--- src/pkg/pef_event_map.svh ---
// pef_event_map.svh: command codes, bit positions, reset values and timing
// for the per-channel event flag block.
// assumes: included by its bare name from the package and the design files.
`ifndef PEF_EVENT_MAP_SVH
`define PEF_EVENT_MAP_SVH

// ==========================================================
// geometry
`define PEF_NCH 4
`define PEF_HI_LSB 4

// ==========================================================
// command codes, plain read and clear-on-read pairs
`define PEF_CMD_DISC_PEEK 8'h04
`define PEF_CMD_DISC_TAKE 8'h05
`define PEF_CMD_FAULT_PEEK 8'h06
`define PEF_CMD_FAULT_TAKE 8'h07
`define PEF_CMD_SL_PEEK 8'h08
`define PEF_CMD_SL_TAKE 8'h09
`define PEF_CMD_SUP_PEEK 8'h0A
`define PEF_CMD_SUP_TAKE 8'h0B

// ==========================================================
// reset values and reserved bits
`define PEF_FLAGS_RST 8'h00
`define PEF_SUP_RST 8'h70
`define PEF_SUP_RSVD 8'h0C

// ==========================================================
// interrupt summary bit positions
`define PEF_SUM_SUPPLY 7
`define PEF_SUM_START 6
`define PEF_SUM_LIMIT 5
`define PEF_SUM_CLASS 4
`define PEF_SUM_DETECT 3
`define PEF_SUM_DISC 2
`define PEF_SUM_PWR_LSB 0

// ==========================================================
// timing
`define PEF_MCLK_MHZ 40
`define PEF_LIMIT_TIMER_COUNTER_US 60
`define PEF_OVERLOAD_TIMER_COUNTER_US 60
`define PEF_LIMIT_TIMER_COUNTER_CYC (`PEF_LIMIT_TIMER_COUNTER_US * `PEF_MCLK_MHZ)
`define PEF_OVERLOAD_TIMER_COUNTER_CYC (`PEF_OVERLOAD_TIMER_COUNTER_US * `PEF_MCLK_MHZ)

`endif

--- src/pkg/pef_pkg.sv ---
// pef_pkg.sv: types shared by the event flag block.
// assumes: pef_event_map.svh is on the include path.
`default_nettype none
package pef_pkg;
    `include "pef_event_map.svh"
    typedef logic [7:0] pef_byte_t;
    typedef logic [3:0] pef_class_t;
    typedef logic [2:0] pef_det_t;
endpackage
`default_nettype wire

--- src/pkg/pef_tmr_if.sv ---
// pef_tmr_if.sv: levels to the per-channel fault timers and their pulses back.
// assumes: both ends run on mclk.
`timescale 1ns/1ps
`default_nettype none
interface pef_tmr_if #(parameter int NCH = 4);
    logic [NCH-1:0] at_limit;
    logic [NCH-1:0] overload;
    logic [NCH-1:0] lim_fault;
    logic [NCH-1:0] ovl_fault;
    modport timer (input at_limit, input overload, output lim_fault, output ovl_fault);
    modport core (output at_limit, output overload, input lim_fault, input ovl_fault);
endinterface
`default_nettype wire

--- src/logic/pef_fault_timer.sv ---
// pef_fault_timer.sv: per-channel limit and overload timing counters.
// assumes: levels are synchronous to mclk; a fault pulse is one cycle.
`timescale 1ns/1ps
`default_nettype none
`include "pef_event_map.svh"
module pef_fault_timer
    import pef_pkg::*;
#(
    parameter int NCH = 4,
    parameter int unsigned LIM_CYC = `PEF_LIMIT_TIMER_COUNTER_CYC,
    parameter int unsigned OVL_CYC = `PEF_OVERLOAD_TIMER_COUNTER_CYC
) (
    // clock and reset
    input wire logic mclk,
    input wire logic rstn,
    // levels in, pulses out
    pef_tmr_if.timer tif
);
    localparam int unsigned MAXC = (LIM_CYC > OVL_CYC) ? LIM_CYC : OVL_CYC;
    localparam int CW = $clog2(MAXC + 1);

    logic [2*NCH-1:0] lvl;
    logic [2*NCH-1:0] fire_q;

    assign lvl = {tif.overload, tif.at_limit};
    assign tif.lim_fault = fire_q[NCH-1:0];
    assign tif.ovl_fault = fire_q[2*NCH-1:NCH];

    // low half times the limit, high half the overload
    for (genvar k = 0; k < 2 * NCH; k++) begin : g_cnt
        localparam logic [CW-1:0] LAST = CW'(((k < NCH) ? LIM_CYC : OVL_CYC) - 1);
        logic [CW-1:0] cnt_q;
        // no flag clear reaches these counters, only the level does
        always_ff @(posedge mclk) begin
            if (!rstn) begin
                cnt_q <= '0;
                fire_q[k] <= 1'b0;
            end else if (lvl[k]) begin
                if (cnt_q != LAST + CW'(1)) begin
                    cnt_q <= cnt_q + CW'(1);
                end
                fire_q[k] <= (cnt_q == LAST);
            end else begin
                cnt_q <= '0;
                fire_q[k] <= 1'b0;
            end
        end
    end
endmodule
`default_nettype wire

--- src/logic/pef_event_flags.sv ---
// pef_event_flags.sv: detection, fault, start/limit and supply event flags
// with plain and clear-on-read command codes, summary bits and interrupt.
// assumes: the command engine and all event sources run on mclk; event
// inputs are one-cycle pulses, at_limit and overload are levels.
`timescale 1ns/1ps
`default_nettype none
`include "pef_event_map.svh"

// Functional notes
// - bits 7-4 detection: class flags; any cycle, or class change when selected
// - bits 3-0 detection: detect flags; any cycle, or result change when selected
// - flags active high; each group's four bits are channels one to four
// - fault register: 06h plain read, 07h read then clear all
// - channel switched off clears its bits in detection, fault, start/limit
// - clear-on-read releases the interrupt unless another unmasked source holds it
// - any set flag shows in its summary bit
// - fault register: disconnect bits 7-4, overload bits 3-0, reset zero
// - clearing overload flags leaves limit and overload counters alone
// - start/limit register: 08h plain read, 09h read then clear
// - bits 7-4 start/limit set when current held at limit past timeout
// - bits 3-0 start/limit set on start timeout or discovery error
// - start fault with power enable change is inrush, else cause logged
// - auto mode: discovery errors set no start flag, log nothing
// - supply register: 0Ah plain read, 0Bh read then clear
// - supply bits: thermal, logic uv, logic warn, rail uv, rsvd, shutdown, memory
// - mask bit zero blocks that class from interrupt; summary still tracks
// - interrupt needs the global enable as well as the mask bit
module pef_event_flags
    import pef_pkg::*;
#(
    parameter int unsigned LIM_CYC = `PEF_LIMIT_TIMER_COUNTER_CYC,
    parameter int unsigned OVL_CYC = `PEF_OVERLOAD_TIMER_COUNTER_CYC
) (
    // clock and reset
    input wire logic mclk,
    input wire logic rstn,
    // command read port from the serial engine
    input wire logic rd_stb,
    input wire logic [7:0] rd_cmd,
    output logic rd_valid,
    output logic [7:0] rd_data,
    // configuration
    input wire logic class_change_select,
    input wire logic detect_change_select,
    input wire logic auto_mode,
    input wire logic [7:0] event_mask,
    input wire logic global_interrupt_enable,
    input wire logic [1:0] power_event_pending,
    // discovery results
    input wire logic [3:0] class_done,
    input wire logic [15:0] class_result,
    input wire logic [3:0] detect_done,
    input wire logic [11:0] detect_result,
    // channel faults and state
    input wire logic [3:0] disconnect_evt,
    input wire logic [3:0] at_limit,
    input wire logic [3:0] overload,
    input wire logic [3:0] start_timeout,
    input wire logic [3:0] discovery_err,
    input wire logic [3:0] power_enable_change_flag,
    input wire logic [3:0] channel_off,
    // supply events, bit per field
    input wire logic [7:0] supply_evt,
    // flags and interrupt
    output logic [7:0] discovery_flags,
    output logic [7:0] fault_flags,
    output logic [7:0] start_limit_flags,
    output logic [7:0] supply_flags,
    output logic [7:0] int_summary,
    output logic int_n,
    // power-on fault logging
    output logic [3:0] pof_load,
    output logic [3:0] inrush_fault
);
    localparam int NCH = `PEF_NCH;
    localparam int HI = `PEF_HI_LSB;

    // ==========================================================
    // helpers

    // set wins over clear so a colliding event survives
    function automatic pef_byte_t upd(pef_byte_t q, pef_byte_t set, pef_byte_t clr);
        return (q & ~clr) | set;
    endfunction

    // one command hit, used by every register pair
    function automatic logic hit(logic stb, logic [7:0] cmd, logic [7:0] code);
        return stb && (cmd == code);
    endfunction

    // ==========================================================
    // fault timers
    pef_tmr_if #(.NCH(NCH)) tif ();

    assign tif.at_limit = at_limit;
    assign tif.overload = overload;

    pef_fault_timer #(
        .NCH(NCH),
        .LIM_CYC(LIM_CYC),
        .OVL_CYC(OVL_CYC)
    ) u_timer (
        .mclk(mclk),
        .rstn(rstn),
        .tif(tif)
    );

    // ==========================================================
    // discovery: cycle or change detect
    pef_class_t cls_prev_q [NCH];
    pef_det_t det_prev_q [NCH];
    logic [NCH-1:0] cls_set;
    logic [NCH-1:0] det_set;

    for (genvar i = 0; i < NCH; i++) begin : g_disc
        pef_class_t cls_now;
        pef_det_t det_now;
        assign cls_now = class_result[4*i +: 4];
        assign det_now = detect_result[3*i +: 3];
        assign cls_set[i] = class_done[i]
            && (!class_change_select || cls_now != cls_prev_q[i]);
        assign det_set[i] = detect_done[i]
            && (!detect_change_select || det_now != det_prev_q[i]);
        // last result per channel, kept for the change compare
        always_ff @(posedge mclk) begin
            if (!rstn) begin
                cls_prev_q[i] <= '0;
                det_prev_q[i] <= '0;
            end else begin
                if (class_done[i]) begin
                    cls_prev_q[i] <= cls_now;
                end
                if (detect_done[i]) begin
                    det_prev_q[i] <= det_now;
                end
            end
        end
    end

    // ==========================================================
    // set and clear terms
    pef_byte_t off_clr;
    pef_byte_t disc_set, fault_set, sl_set, sup_set;
    logic [NCH-1:0] strt_set;
    logic take_disc, take_fault, take_sl, take_sup;

    // channel n owns bit n and bit n+4 of each group register
    assign off_clr = {channel_off, channel_off};
    // discovery errors are invalid results in auto mode and are dropped
    assign strt_set = start_timeout | (discovery_err & ~{NCH{auto_mode}});
    assign disc_set = {cls_set, det_set};
    assign fault_set = {disconnect_evt, tif.ovl_fault};
    assign sl_set = {tif.lim_fault, strt_set};
    assign sup_set = supply_evt & ~`PEF_SUP_RSVD;

    assign take_disc = hit(rd_stb, rd_cmd, `PEF_CMD_DISC_TAKE);
    assign take_fault = hit(rd_stb, rd_cmd, `PEF_CMD_FAULT_TAKE);
    assign take_sl = hit(rd_stb, rd_cmd, `PEF_CMD_SL_TAKE);
    assign take_sup = hit(rd_stb, rd_cmd, `PEF_CMD_SUP_TAKE);

    // ==========================================================
    // flag registers
    pef_byte_t disc_q, fault_q, sl_q, sup_q;
    pef_byte_t disc_d, fault_d, sl_d, sup_d;

    assign disc_d = upd(disc_q, disc_set, {8{take_disc}} | off_clr);
    // the timers see no clear, only these flags do
    assign fault_d = upd(fault_q, fault_set, {8{take_fault}} | off_clr);
    assign sl_d = upd(sl_q, sl_set, {8{take_sl}} | off_clr);
    // supply flags are not per channel and ignore channel off
    assign sup_d = upd(sup_q, sup_set, {8{take_sup}});

    always_ff @(posedge mclk) begin
        if (!rstn) begin
            disc_q <= `PEF_FLAGS_RST;
            fault_q <= `PEF_FLAGS_RST;
            sl_q <= `PEF_FLAGS_RST;
            sup_q <= `PEF_SUP_RST;
        end else begin
            disc_q <= disc_d;
            fault_q <= fault_d;
            sl_q <= sl_d;
            sup_q <= sup_d;
        end
    end

    assign discovery_flags = disc_q;
    assign fault_flags = fault_q;
    assign start_limit_flags = sl_q;
    assign supply_flags = sup_q;

    // ==========================================================
    // command read: data captured before the clear lands
    pef_byte_t rd_data_q;
    logic rd_valid_q;

    always_ff @(posedge mclk) begin
        if (!rstn) begin
            rd_valid_q <= 1'b0;
            rd_data_q <= '0;
        end else begin
            rd_valid_q <= rd_stb;
            if (rd_stb) begin
                case (rd_cmd)
                    `PEF_CMD_DISC_PEEK, `PEF_CMD_DISC_TAKE: begin
                        rd_data_q <= disc_q;
                    end
                    `PEF_CMD_FAULT_PEEK, `PEF_CMD_FAULT_TAKE: begin
                        rd_data_q <= fault_q;
                    end
                    `PEF_CMD_SL_PEEK, `PEF_CMD_SL_TAKE: begin
                        rd_data_q <= sl_q;
                    end
                    `PEF_CMD_SUP_PEEK, `PEF_CMD_SUP_TAKE: begin
                        rd_data_q <= sup_q;
                    end
                    default: begin
                        rd_data_q <= '0;
                    end
                endcase
            end
        end
    end

    assign rd_valid = rd_valid_q;
    assign rd_data = rd_data_q;

    // ==========================================================
    // summary and interrupt, built from next values so both move with flags
    pef_byte_t sum_d;
    pef_byte_t sum_q;
    logic int_n_q;

    always_comb begin
        sum_d = '0;
        sum_d[`PEF_SUM_SUPPLY] = |sup_d;
        sum_d[`PEF_SUM_START] = |sl_d[HI-1:0];
        sum_d[`PEF_SUM_LIMIT] = |sl_d[7:HI] || |fault_d[HI-1:0];
        sum_d[`PEF_SUM_CLASS] = |disc_d[7:HI];
        sum_d[`PEF_SUM_DETECT] = |disc_d[HI-1:0];
        sum_d[`PEF_SUM_DISC] = |fault_d[7:HI];
        sum_d[`PEF_SUM_PWR_LSB +: 2] = power_event_pending;
    end

    // summary ignores the mask; the pin does not
    always_ff @(posedge mclk) begin
        if (!rstn) begin
            sum_q <= '0;
            int_n_q <= 1'b1;
        end else begin
            sum_q <= sum_d;
            int_n_q <= !(global_interrupt_enable && |(sum_d & event_mask));
        end
    end

    assign int_summary = sum_q;
    assign int_n = int_n_q;

    // ==========================================================
    // power-on fault logging and inrush marking
    logic [NCH-1:0] pof_q, inrush_q;

    always_ff @(posedge mclk) begin
        if (!rstn) begin
            pof_q <= '0;
            inrush_q <= '0;
        end else begin
            pof_q <= strt_set & ~power_enable_change_flag;
            inrush_q <= strt_set & power_enable_change_flag;
        end
    end

    assign pof_load = pof_q;
    assign inrush_fault = inrush_q;
endmodule
`default_nettype wire

--- config.mk ---
export PLATFORM = sky130hd
export DESIGN_NAME = pef_event_flags
export DESIGN_NICKNAME = d
export VERILOG_FILES = /design/src/pkg/pef_pkg.sv /design/src/pkg/pef_tmr_if.sv /design/src/logic/pef_fault_timer.sv /design/src/logic/pef_event_flags.sv
export VERILOG_INCLUDE_DIRS = /design/src /design/src/pkg
export SDC_FILE = /design/constraint.sdc
export NUM_CORES = 1
export LEC_CHECK = 0
export BUFFER_PORTS_ARGS = -buffer_cell sky130_fd_sc_hd__buf_2
export CORE_UTILIZATION = 35
export DETAILED_ROUTE_END_ITERATION = 10
export PLACE_DENSITY = 0.58
export SLEW_MARGIN = 20
export SYNTH_ARGS = -nofsm -noshare
export SYNTH_HDL_FRONTEND = slang
export SYNTH_SLANG_ARGS = --single-unit
--- constraint.sdc ---
create_clock -name mclk -period 2.19 [get_ports mclk]
set_input_delay 0.219 -clock mclk [delete_from_list [all_inputs] [get_ports mclk]]
set_output_delay 0.219 -clock mclk [all_outputs]
set_load 0.03 [all_outputs]
Word-level counts from Yosys, hierarchy flattened
Memory sizes are Yosys's and may differ from the RTL's.
Index checks and enable logic that the tools add are counted.
{"block": "totals", "mem_count": 2, "ram_bits": 28, "reg_bits": 162, "out_inout_bits": 58}
{"block": "op_classes", "add_sub_neg": 8, "n_eq_ne": 32, "n_bitwise": 30, "n_reduce_logical": 45, "mux": 34}
{"name": "cls_prev_q", "words": 4, "width": 4, "rd": 4, "rd_ports_with_merged_regs": 0, "write_ports": 4, "line_no": "pef_event_flags.sv:110", "rtl": "pef_class_t cls_prev_q [NCH];"}
{"name": "det_prev_q", "words": 4, "width": 3, "rd": 4, "rd_ports_with_merged_regs": 0, "write_ports": 4, "line_no": "pef_event_flags.sv:111", "rtl": "pef_det_t det_prev_q [NCH];"}
{"op": "12-bit by 1-bit adder with 12-bit output (second input constant)", "n": 8}
{"op": "12-bit == test (second input constant)", "n": 8}
{"op": "12-bit inequality test (second input constant)", "n": 8}
{"op": "8-bit OR", "n": 7}
{"op": "8-bit bitwise AND", "n": 5}
{"op": "8-bit by 3-bit == test with 1-bit output (second input constant)", "n": 4}
{"op": "8-bit by 4-bit == test with 1-bit output (second input constant)", "n": 4}
{"op": "8-bit NOT", "n": 4}
{"op": "8-bit case mux with 4 select lines", "n": 1}
{"op": "1-bit two-way mux", "n": 25}
{"op": "4-bit OR reduction", "n": 6}
{"op": "4-bit two-way mux", "n": 4}
{"op": "4-bit inequality test", "n": 4}
{"op": "2-bit AND reduction", "n": 8}
{"op": "8-bit OR reduction", "n": 2}
{"op": "1-bit logical AND", "n": 13}
{"op": "4-bit bitwise AND", "n": 3}
{"op": "3-bit two-way mux", "n": 4}
{"op": "3-bit inequality test", "n": 4}
{"op": "1-bit logical OR", "n": 9}
{"op": "4-bit NOT", "n": 2}
{"op": "1-bit OR", "n": 8}
{"op": "2-bit OR reduction", "n": 4}
{"op": "4-bit OR", "n": 1}
{"op": "1-bit zero test", "n": 3}

Logic depth before layout (Yosys ltp)
Gate-level depths: netlist of the first run.
{"block": "logic_depth", "depth_word": 12, "depth_mapped": 8, "depth_no_buf": 8}

By module
A second synthesis of the first run with hierarchy kept.
{"block": "hier_totals", "hier_cells": 969, "hier_area_um2": 9004.9}
{"module": "pef_fault_timer", "instances": 1, "area_each_um2": 5193.7, "seq_area_each_um2": 2082.0, "cells_each": 606}
{"module": "pef_event_flags", "instances": 1, "area_each_um2": 3811.2, "seq_area_each_um2": 2001.9, "cells_each": 363}

Worst setup path after synthesis of the first run
No wires, ideal clock.
{"block": "synth_path", "kind": "reg2reg", "from": "register fault_q[3], in the netlist fault_flags[3]", "to": "register int_n_q, in the netlist int_n", "setup_slack_ns": 0.325, "t_arrival_ns": 1.806, "path_stages_with_launch": 7, "setup_ns": 0.059, "t_required_ns": 2.131, "cell_sequence": "dfxtp_1 -> nor2b_1 -> a2111o_1 -> a221oi_1 -> and2b_2 -> nor3b_1 -> a31o_1"}
{"block": "synth_between", "elab_chain_cells": 8}
{"element": "start: declaration", "line_no": "pef_event_flags.sv:163", "rtl": "pef_byte_t disc_q, fault_q, sl_q, sup_q;"}
{"element": "start signal: assignment", "line_no": "pef_event_flags.sv:176", "rtl": "fault_q <= `PEF_FLAGS_RST;"}
{"element": "start signal: assignment", "line_no": "pef_event_flags.sv:181", "rtl": "fault_q <= fault_d;"}
{"element": "8-bit bitwise AND", "line_no": "pef_event_flags.sv:83", "rtl": "return (q & ~clr) | set;"}
{"element": "8-bit OR", "line_no": "pef_event_flags.sv:83"}
{"element": "4-bit OR reduction", "line_no": "pef_event_flags.sv:238", "rtl": "sum_d[`PEF_SUM_LIMIT] = |sl_d[7:HI] || |fault_d[HI-1:0];"}
{"element": "1-bit logical OR", "line_no": "pef_event_flags.sv:238"}
{"element": "8-bit bitwise AND", "line_no": "pef_event_flags.sv:252", "rtl": "int_n_q <= !(global_interrupt_enable && |(sum_d & event_mask));"}
{"element": "8-bit OR reduction", "line_no": "pef_event_flags.sv:252"}
{"element": "1-bit logical AND", "line_no": "pef_event_flags.sv:252"}
{"element": "1-bit zero test", "line_no": "pef_event_flags.sv:252"}
{"element": "end signal: assignment", "line_no": "pef_event_flags.sv:252"}
{"element": "end: declaration", "line_no": "pef_event_flags.sv:232", "rtl": "logic int_n_q;"}
No other way between the ends.
A chain may end at the register's enable or synchronous reset.

Worst setup path after layout of the first run
{"block": "layout_path", "from": "input supply_evt[4]", "to": "register int_n_q, in the netlist int_n"}
{"block": "layout_between", "elab_chain_cells": 6}
{"element": "start: declaration", "line_no": "pef_event_flags.sv:63", "rtl": "input wire logic [7:0] supply_evt,"}
{"element": "8-bit OR", "line_no": "pef_event_flags.sv:83"}
{"element": "8-bit OR reduction", "line_no": "pef_event_flags.sv:236", "rtl": "sum_d[`PEF_SUM_SUPPLY] = |sup_d;"}
{"element": "8-bit bitwise AND", "line_no": "pef_event_flags.sv:252"}
{"element": "8-bit OR reduction", "line_no": "pef_event_flags.sv:252"}
{"element": "1-bit logical AND", "line_no": "pef_event_flags.sv:252"}
{"element": "1-bit zero test", "line_no": "pef_event_flags.sv:252"}
No other way between the ends.

==> qor.txt, run 1 <==
number of I/O port buffers: 152
net switching component of the power: 1940 uW
proportion of synthesized flip-flops having asynchronous set or reset: 0
area of combinational cells with multiple inputs: 0.00421 mm^2
area delta synth->final: 22.1%
run status: completed
setup ws final: 135 ps
die outline height: 158 um
area of the die: 0.0250 mm^2
fill count: 2372
leak pwr: 0.00414 uW
via density per instance: 4.89
Final Util: 0.440
share of the clock period used by the worst path: 0.938
Pint: 5430 uW
insertion delay to the later sink of the worst-skew pair: 440 ps
detailed-route via count: 7039
largest net degree at the start of global routing: 42
core area: 0.0237 mm^2
category of the worst setup path capture point: register
buffer count from post-CTS setup fixing: 0
most frequent cells in the layout: sky130_fd_sc_hd__dfxtp_1, sky130_fd_sc_hd__buf_2, sky130_fd_sc_hd__nor2_1
Clock Tree Root: sky130_fd_sc_hd__clkbuf_16
timing-limited maximum frequency: 0.487 GHz
largest voltage drop on the vdd net: 0.520 mV
Most used DFF post-synth: sky130_fd_sc_hd__dfxtp_1
TritonCTS clock tree: yes
GRT Residual Overflow: 0
clock period minus final worst setup slack: 2050 ps
horizontal extent of the die: 158 um
proportion of synthesized chip area in sequential cells: 0.478
clock sink total: 190
Post-Route WL: 20700 um
highest fanout seen on the critical path: 2
clock-pin slew reported for the worst setup and hold paths after clock tree synthesis: 80 ps
share of layout cells above drive strength 1: 0.204
Detailed Routing Iterations Pass 1: 5
Worst EP required: 2570 ps
global routing usage summed across all routing layers: 0.167
share of power burned in registers: 0.503
post-route DRC violation count: 0
startpoint-to-endpoint class of the critical path: in -> reg
Layout Nets: 1219
deepest level of the CTS H-tree: 4
count of routing violations after the opening detailed-route iteration: 411
Comb pwr share: 0.083
syn_area_per_cell: 9.15 um^2
number of standard-cell rows in the floorplan: 56
storage element area: 0.00408 mm^2
Clock Skew: 11.3 ps
routed length per placed instance: 14.4 um
overall power of the completed layout: 7370 uW
class of the tightest hold or removal check: in -> reg
I/O pin total: 155
DRT antenna net count: 0
kind of launch point of the worst setup path: input port
setup total negative slack: 0 ps
hold slack final: 24.8 ps
Clock Tree Buf Depth: 2
portion of total power attributed to the clock network: 0.414
instance count of the mapped netlist: 933
number of global-route vias before repair: 6395
Max Slew Vio Count: 0
number of enable-type register cells in the synthesized netlist: 28
max cap viols: 0
number of antenna violations at the first check in global routing: 0
Ant. Diodes: 0
half-perimeter wire length after detailed placement: 15800 um
placer congestion estimate: 0.825
register-to-register path setup slack: 210 ps
hold violation count in the final report: 0
worst slew pin tran: 657 ps
Setup-failing EPs final: 0
switching power share of the total: 0.263
relative max-transition margin: 0.558
Seq cells post-synth: 190
distinct cell type count of the synthesized netlist: 52
cell area after technology mapping: 0.00854 mm^2
power density over the cells: 707 mW/mm^2
global-route wire length before repair: 32500 um
RSZ-0062 raised after global routing: false
yosys warns: 0
worst setup slack after placement: 93.1 ps
most common library cell in the layout ignoring fill and taps: sky130_fd_sc_hd__dfxtp_1
arrival time worst endpoint: 2430 ps
number of buffers created by CTS: 17
Starting Density: 0.361
Post-Synthesis Net Count: 1046
## cell usage after synthesis (all sizes together) (15+ instances only)
library cell / count / area [um^2]
clkbuf: 23 / 86.3
xnor2: 46 / 403
nor2b: 39 / 244
xor2: 45 / 394
nand2b: 18 / 123
nand4: 15 / 93.8
dfxtp: 162 / 3240
inv: 39 / 146
nor2: 111 / 417
ha: 16 / 200
and3: 50 / 313
edfxtp: 28 / 841
or3: 22 / 138
o21ai: 18 / 90.1
a22oi: 16 / 120
nor3: 15 / 75.1
and2: 17 / 108
nand3: 46 / 235
nand2: 66 / 248
a21oi: 53 / 265
nor4: 19 / 134
## layout make-up
class / instances / share of cell area
Tap cell: 319 / 0.0383
Sequential cell: 190 / 0.392
Timing Repair Buffer: 180 / 0.0955
Clock buffer: 17 / 0.0408
Inverter: 39 / 0.0140
Multi-Input combinational cell: 678 / 0.404
Clock inverter: 15 / 0.0160
## flip-flops by register name, indices dropped and copies added, names as in the netlist
| signal | cells |
|---|---|
| cls_prev_q | 16 |
| det_prev_q | 12 |
| discovery_flags | 8 |
| fault_flags | 8 |
| inrush_fault | 4 |
| int_n | 1 |
| int_summary | 8 |
| pof_load | 4 |
| rd_data | 8 |
| rd_valid | 1 |
| start_limit_flags | 8 |
| supply_flags | 8 |
| u_timer.g_cnt.cnt_q | 96 |
| u_timer.tif.lim_fault | 4 |
| u_timer.tif.ovl_fault | 4 |
## layer usage
layer	up-vias	wire, um	GRT usage
li1	3589	-	-
met1	3234	9920	0.225
met2	188	9150	0.266
met3	28	1160	0.0296
met4	0	425	0.0595
met5	-	0	0
## final timing paths
check                                     startpoint                                   to  depth (start not counted)
max reg2reg                fault_flags[1]$_SDFF_PN0_                     int_n$_SDFF_PN1_                          6
max                                    supply_evt[4]                     int_n$_SDFF_PN1_                          7
min                                    supply_evt[7]           supply_flags[7]$_SDFF_PN0_                          3
min reg2reg  u_timer.g_cnt[6].cnt_q[11]$_SDFFE_PN0P_  u_timer.tif.ovl_fault[2]$_SDFF_PN0_                          2
## metrics by stage
step / cells / cell area [um^2]
4_1_cts: 1438 / 10400
2_1_floorplan: 933 / 8540
3_5_place_dp: 1397 / 9740
3_3_place_gp: 1397 / 9740
5_1_grt: 1438 / 10400
6_report: 1438 / 10400
## kinds of logic (layout without fill, tap and decap cells)
| group | Yosys count | in the layout | share of synthesized area |
|---|---|---|---|
| adders and majority gates | 16 | 16 | 0.0234 |
| and+or+nand+nor | 443 | 443 | 0.274 |
| xor gates and xnor gates | 91 | 91 | 0.0933 |
| muxes | 8 | 8 | 0.0104 |
| AOI/OAI and AO/OA | 120 | 120 | 0.0913 |
| buffers and inverters | 65 | 251 | 0.0294 |
| DFF | 190 | 190 | 0.478 |
## worst max-delay path, stage by stage
cell and delay [ps]:
sky130_fd_sc_hd__dlygate4sd3_1 530, sky130_fd_sc_hd__buf_2 120, sky130_fd_sc_hd__or4_1 550, sky130_fd_sc_hd__a2111oi_2 430, sky130_fd_sc_hd__o22ai_1 190, sky130_fd_sc_hd__nor3b_1 230, sky130_fd_sc_hd__a31o_1 160
## power by group through the flow
stage          logic, uW  clock network (uW)  registers [uW]
2_1_floorplan        269                   0            3850
3_3_place_gp         601                   0            3790
3_5_place_dp         606                   0            3790
4_1_cts              621                3150            3710
6_report             614                3050            3710
5_1_grt              678                3280            3720
## timing repair
item,4_1_cts,5_1_grt
hold buffers,9,0
hold endpoints to repair,9,0
setup endpoints to repair,0,1
gates resized for setup,0,1
Note: power is estimated with default switching activity, not from simulation.
==> inputs of run 2 (changes only) <==
==> constraint.sdc (replaced) <==
create_clock -name mclk -period 2.5 [get_ports mclk]
set_input_delay 0.25 -clock mclk [delete_from_list [all_inputs] [get_ports mclk]]
set_output_delay 0.25 -clock mclk [all_outputs]
set_load 0.03 [all_outputs]
==> qor.txt, run 2 (synthesis results as in run 1) <==
global-route wire length before repair: 33100 um (was 32500 um)
Setup-failing EPs final: 0 (unchanged)
Max Slew Vio Count: 0 (unchanged)
insertion delay to the later sink of the worst-skew pair: 440 ps (about the same)
routed length on met1: 10100 um (was 9920 um)
die outline height: 158 um (unchanged)
run status: completed (unchanged)
Clock Tree Buf Depth: 2 (unchanged)
number of flip-flops in the largest register: 96 (unchanged)
hold violation count in the final report: 0 (unchanged)
number of antenna violations at the first check in global routing: 1 (was 0)
category of the worst setup path capture point: register (unchanged)
post-route DRC violation count: 0 (unchanged)
clock-pin slew reported for the worst setup and hold paths after clock tree synthesis: 80 ps (about the same)
kind of launch point of the worst setup path: input port (unchanged)
DRT antenna net count: 0 (unchanged)
area of all placed cells without fillers: 0.0103 mm^2 (was 0.0104 mm^2)
standard cell area after detailed placement: 0.00964 mm^2 (was 0.00974 mm^2)
largest voltage drop on the vdd net: 0.415 mV (was 0.520 mV)
largest registers: u_timer.g_cnt.cnt_q: 96 flops, cls_prev_q: 16 flops, det_prev_q: 12 flops (unchanged)
number of I/O port buffers: 152 (unchanged)
placer congestion estimate: 0.899 (was 0.825)
Starting Density: 0.361 (unchanged)
leak pwr: 0.00408 uW (was 0.00414 uW)
setup total negative slack: 0 ps (unchanged)
Layout Nets: 1202 (was 1219)
core area: 0.0237 mm^2 (unchanged)
GRT Residual Overflow: 0 (unchanged)
max cap viols: 0 (unchanged)
Worst EP required: 2880 ps (was 2570 ps)
worst slew pin tran: 812 ps (was 657 ps)
I/O pin total: 155 (unchanged)
share of the clock period used by the worst path: 0.883
number of standard-cell rows in the floorplan: 56 (unchanged)
highest fanout seen on the critical path: 2 (unchanged)
Post-Route WL: 20800 um (was 20700 um)
global routing usage summed across all routing layers: 0.170 (was 0.167)
arrival time worst endpoint: 2590 ps (was 2430 ps)
most common library cell in the layout ignoring fill and taps: sky130_fd_sc_hd__dfxtp_1 (unchanged)
most frequent cells in the layout: sky130_fd_sc_hd__dfxtp_1, sky130_fd_sc_hd__buf_2, sky130_fd_sc_hd__nor2_1 (unchanged)
Clock Skew: 11.5 ps (was 11.3 ps)
buffer count from post-CTS setup fixing: 0 (unchanged)
detailed-route via count: 6988 (was 7039)
startpoint-to-endpoint class of the critical path: in -> reg (unchanged)
number of global-route vias before repair: 6478 (was 6395)
largest net degree at the start of global routing: 74 (was 42)
share of layout cells above drive strength 1: 0.193 (was 0.204)
horizontal extent of the die: 158 um (unchanged)
area delta synth->final: 21.1% (was 22.1%)
number of buffers created by CTS: 17 (unchanged)
top routing layer used: met4 (unchanged)
deepest level of the CTS H-tree: 4 (unchanged)
clock period minus final worst setup slack: 2210 ps
Clock Tree Root: sky130_fd_sc_hd__clkbuf_16 (unchanged)
TritonCTS clock tree: yes (unchanged)
clock sink total: 190 (unchanged)
relative max-transition margin: 0.453 (was 0.558)
via density per instance: 4.91 (was 4.89)
length of routed met3 wiring: 1030 um (was 1160 um)
class of the tightest hold or removal check: in -> reg (unchanged)
RSZ-0062 raised after global routing: false (unchanged)
power density over the cells: 645 mW/mm^2 (was 707 mW/mm^2)
area of the die: 0.0250 mm^2 (unchanged)
routed length per placed instance: 14.6 um (was 14.4 um)
Detailed Routing Iterations Pass 1: 5 (unchanged)
timing-limited maximum frequency: 0.453 GHz
Top reg by flops: u_timer.g_cnt.cnt_q (unchanged)
count of routing violations after the opening detailed-route iteration: 329 (was 411)
DR WL met2: 9380 um (was 9150 um)
half-perimeter wire length after detailed placement: 15900 um (was 15800 um)
-- run 2: what timing repair did --
item / CTS / global route
hold buffers: 6 / 0
gates resized for setup: 0 / 0
hold endpoints to repair: 6 / 0
setup endpoints to repair: 0 / 0
-- run 2: cell type report --
class                      instances  area, um^2
timing repair buffer             163         861
tap                              319         399
inverter                          39         146
multi-input combinational        678        4210
clock buffer                      17         425
antenna                            1        2.50
clock inverter                    15         219
sequential                       190        4080
fill                            2385       13300
-- run 2: worst max-delay path, cell delays in order --
cell and delay, ps:
sky130_fd_sc_hd__dlygate4sd3_1 530, sky130_fd_sc_hd__buf_2 130, sky130_fd_sc_hd__or4_1 500, sky130_fd_sc_hd__a2111oi_1 530, sky130_fd_sc_hd__o22ai_1 250, sky130_fd_sc_hd__nor3b_1 240, sky130_fd_sc_hd__a31o_1 160
-- run 2: power breakdown --
| part | switching, uW | internal, uW |
|---|---|---|
| Combinational | 309 | 216 |
| Sequential | 61.1 | 3190 |
| Clock | 1350 | 1550 |
| Total | 1720 | 4950 |
-- run 2: routing by layer --
metal / up-vias / global-route usage
li1: 3563 / -
met1: 3259 / 0.218
met5: - / 0
met3: 22 / 0.0350
met4: 0 / 0.0600
met2: 144 / 0.281
-- run 2: path summary, 6_finish.rpt --
| check | cells after the start | from | end | slack, ps |
|---|---|---|---|---|
| max | 7 | supply_evt[4] | int_n$_SDFF_PN1_ | 290 |
| min | 2 | power_event_pending[0] | int_summary[0]$_SDFF_PN0_ | 30 |
| max reg2reg | 6 | fault_flags[3]$_SDFF_PN0_ | int_n$_SDFF_PN1_ | 460 |
| min reg2reg | 2 | u_timer.g_cnt[6].cnt_q[6]$_SDFFE_PN0P_ | u_timer.tif.ovl_fault[2]$_SDFF_PN0_ | 490 |
-- run 2: stage by stage --
step | hold WS (ps) | std cells | total power [uW] | utilization | worst slack [ps]
3_5_place_dp | 419 | 1383 | 3840 | 0.407 | 169
6_report | 27.2 | 1422 | 6670 | 0.437 | 294
4_1_cts | 7.00 | 1421 | 6750 | 0.437 | 263
3_3_place_gp | 417 | 1383 | 3830 | 0.407 | 264
5_1_grt | 23.9 | 1422 | 6950 | 0.437 | 150
2_1_floorplan | 322 | 933 | 3610 | - | 635
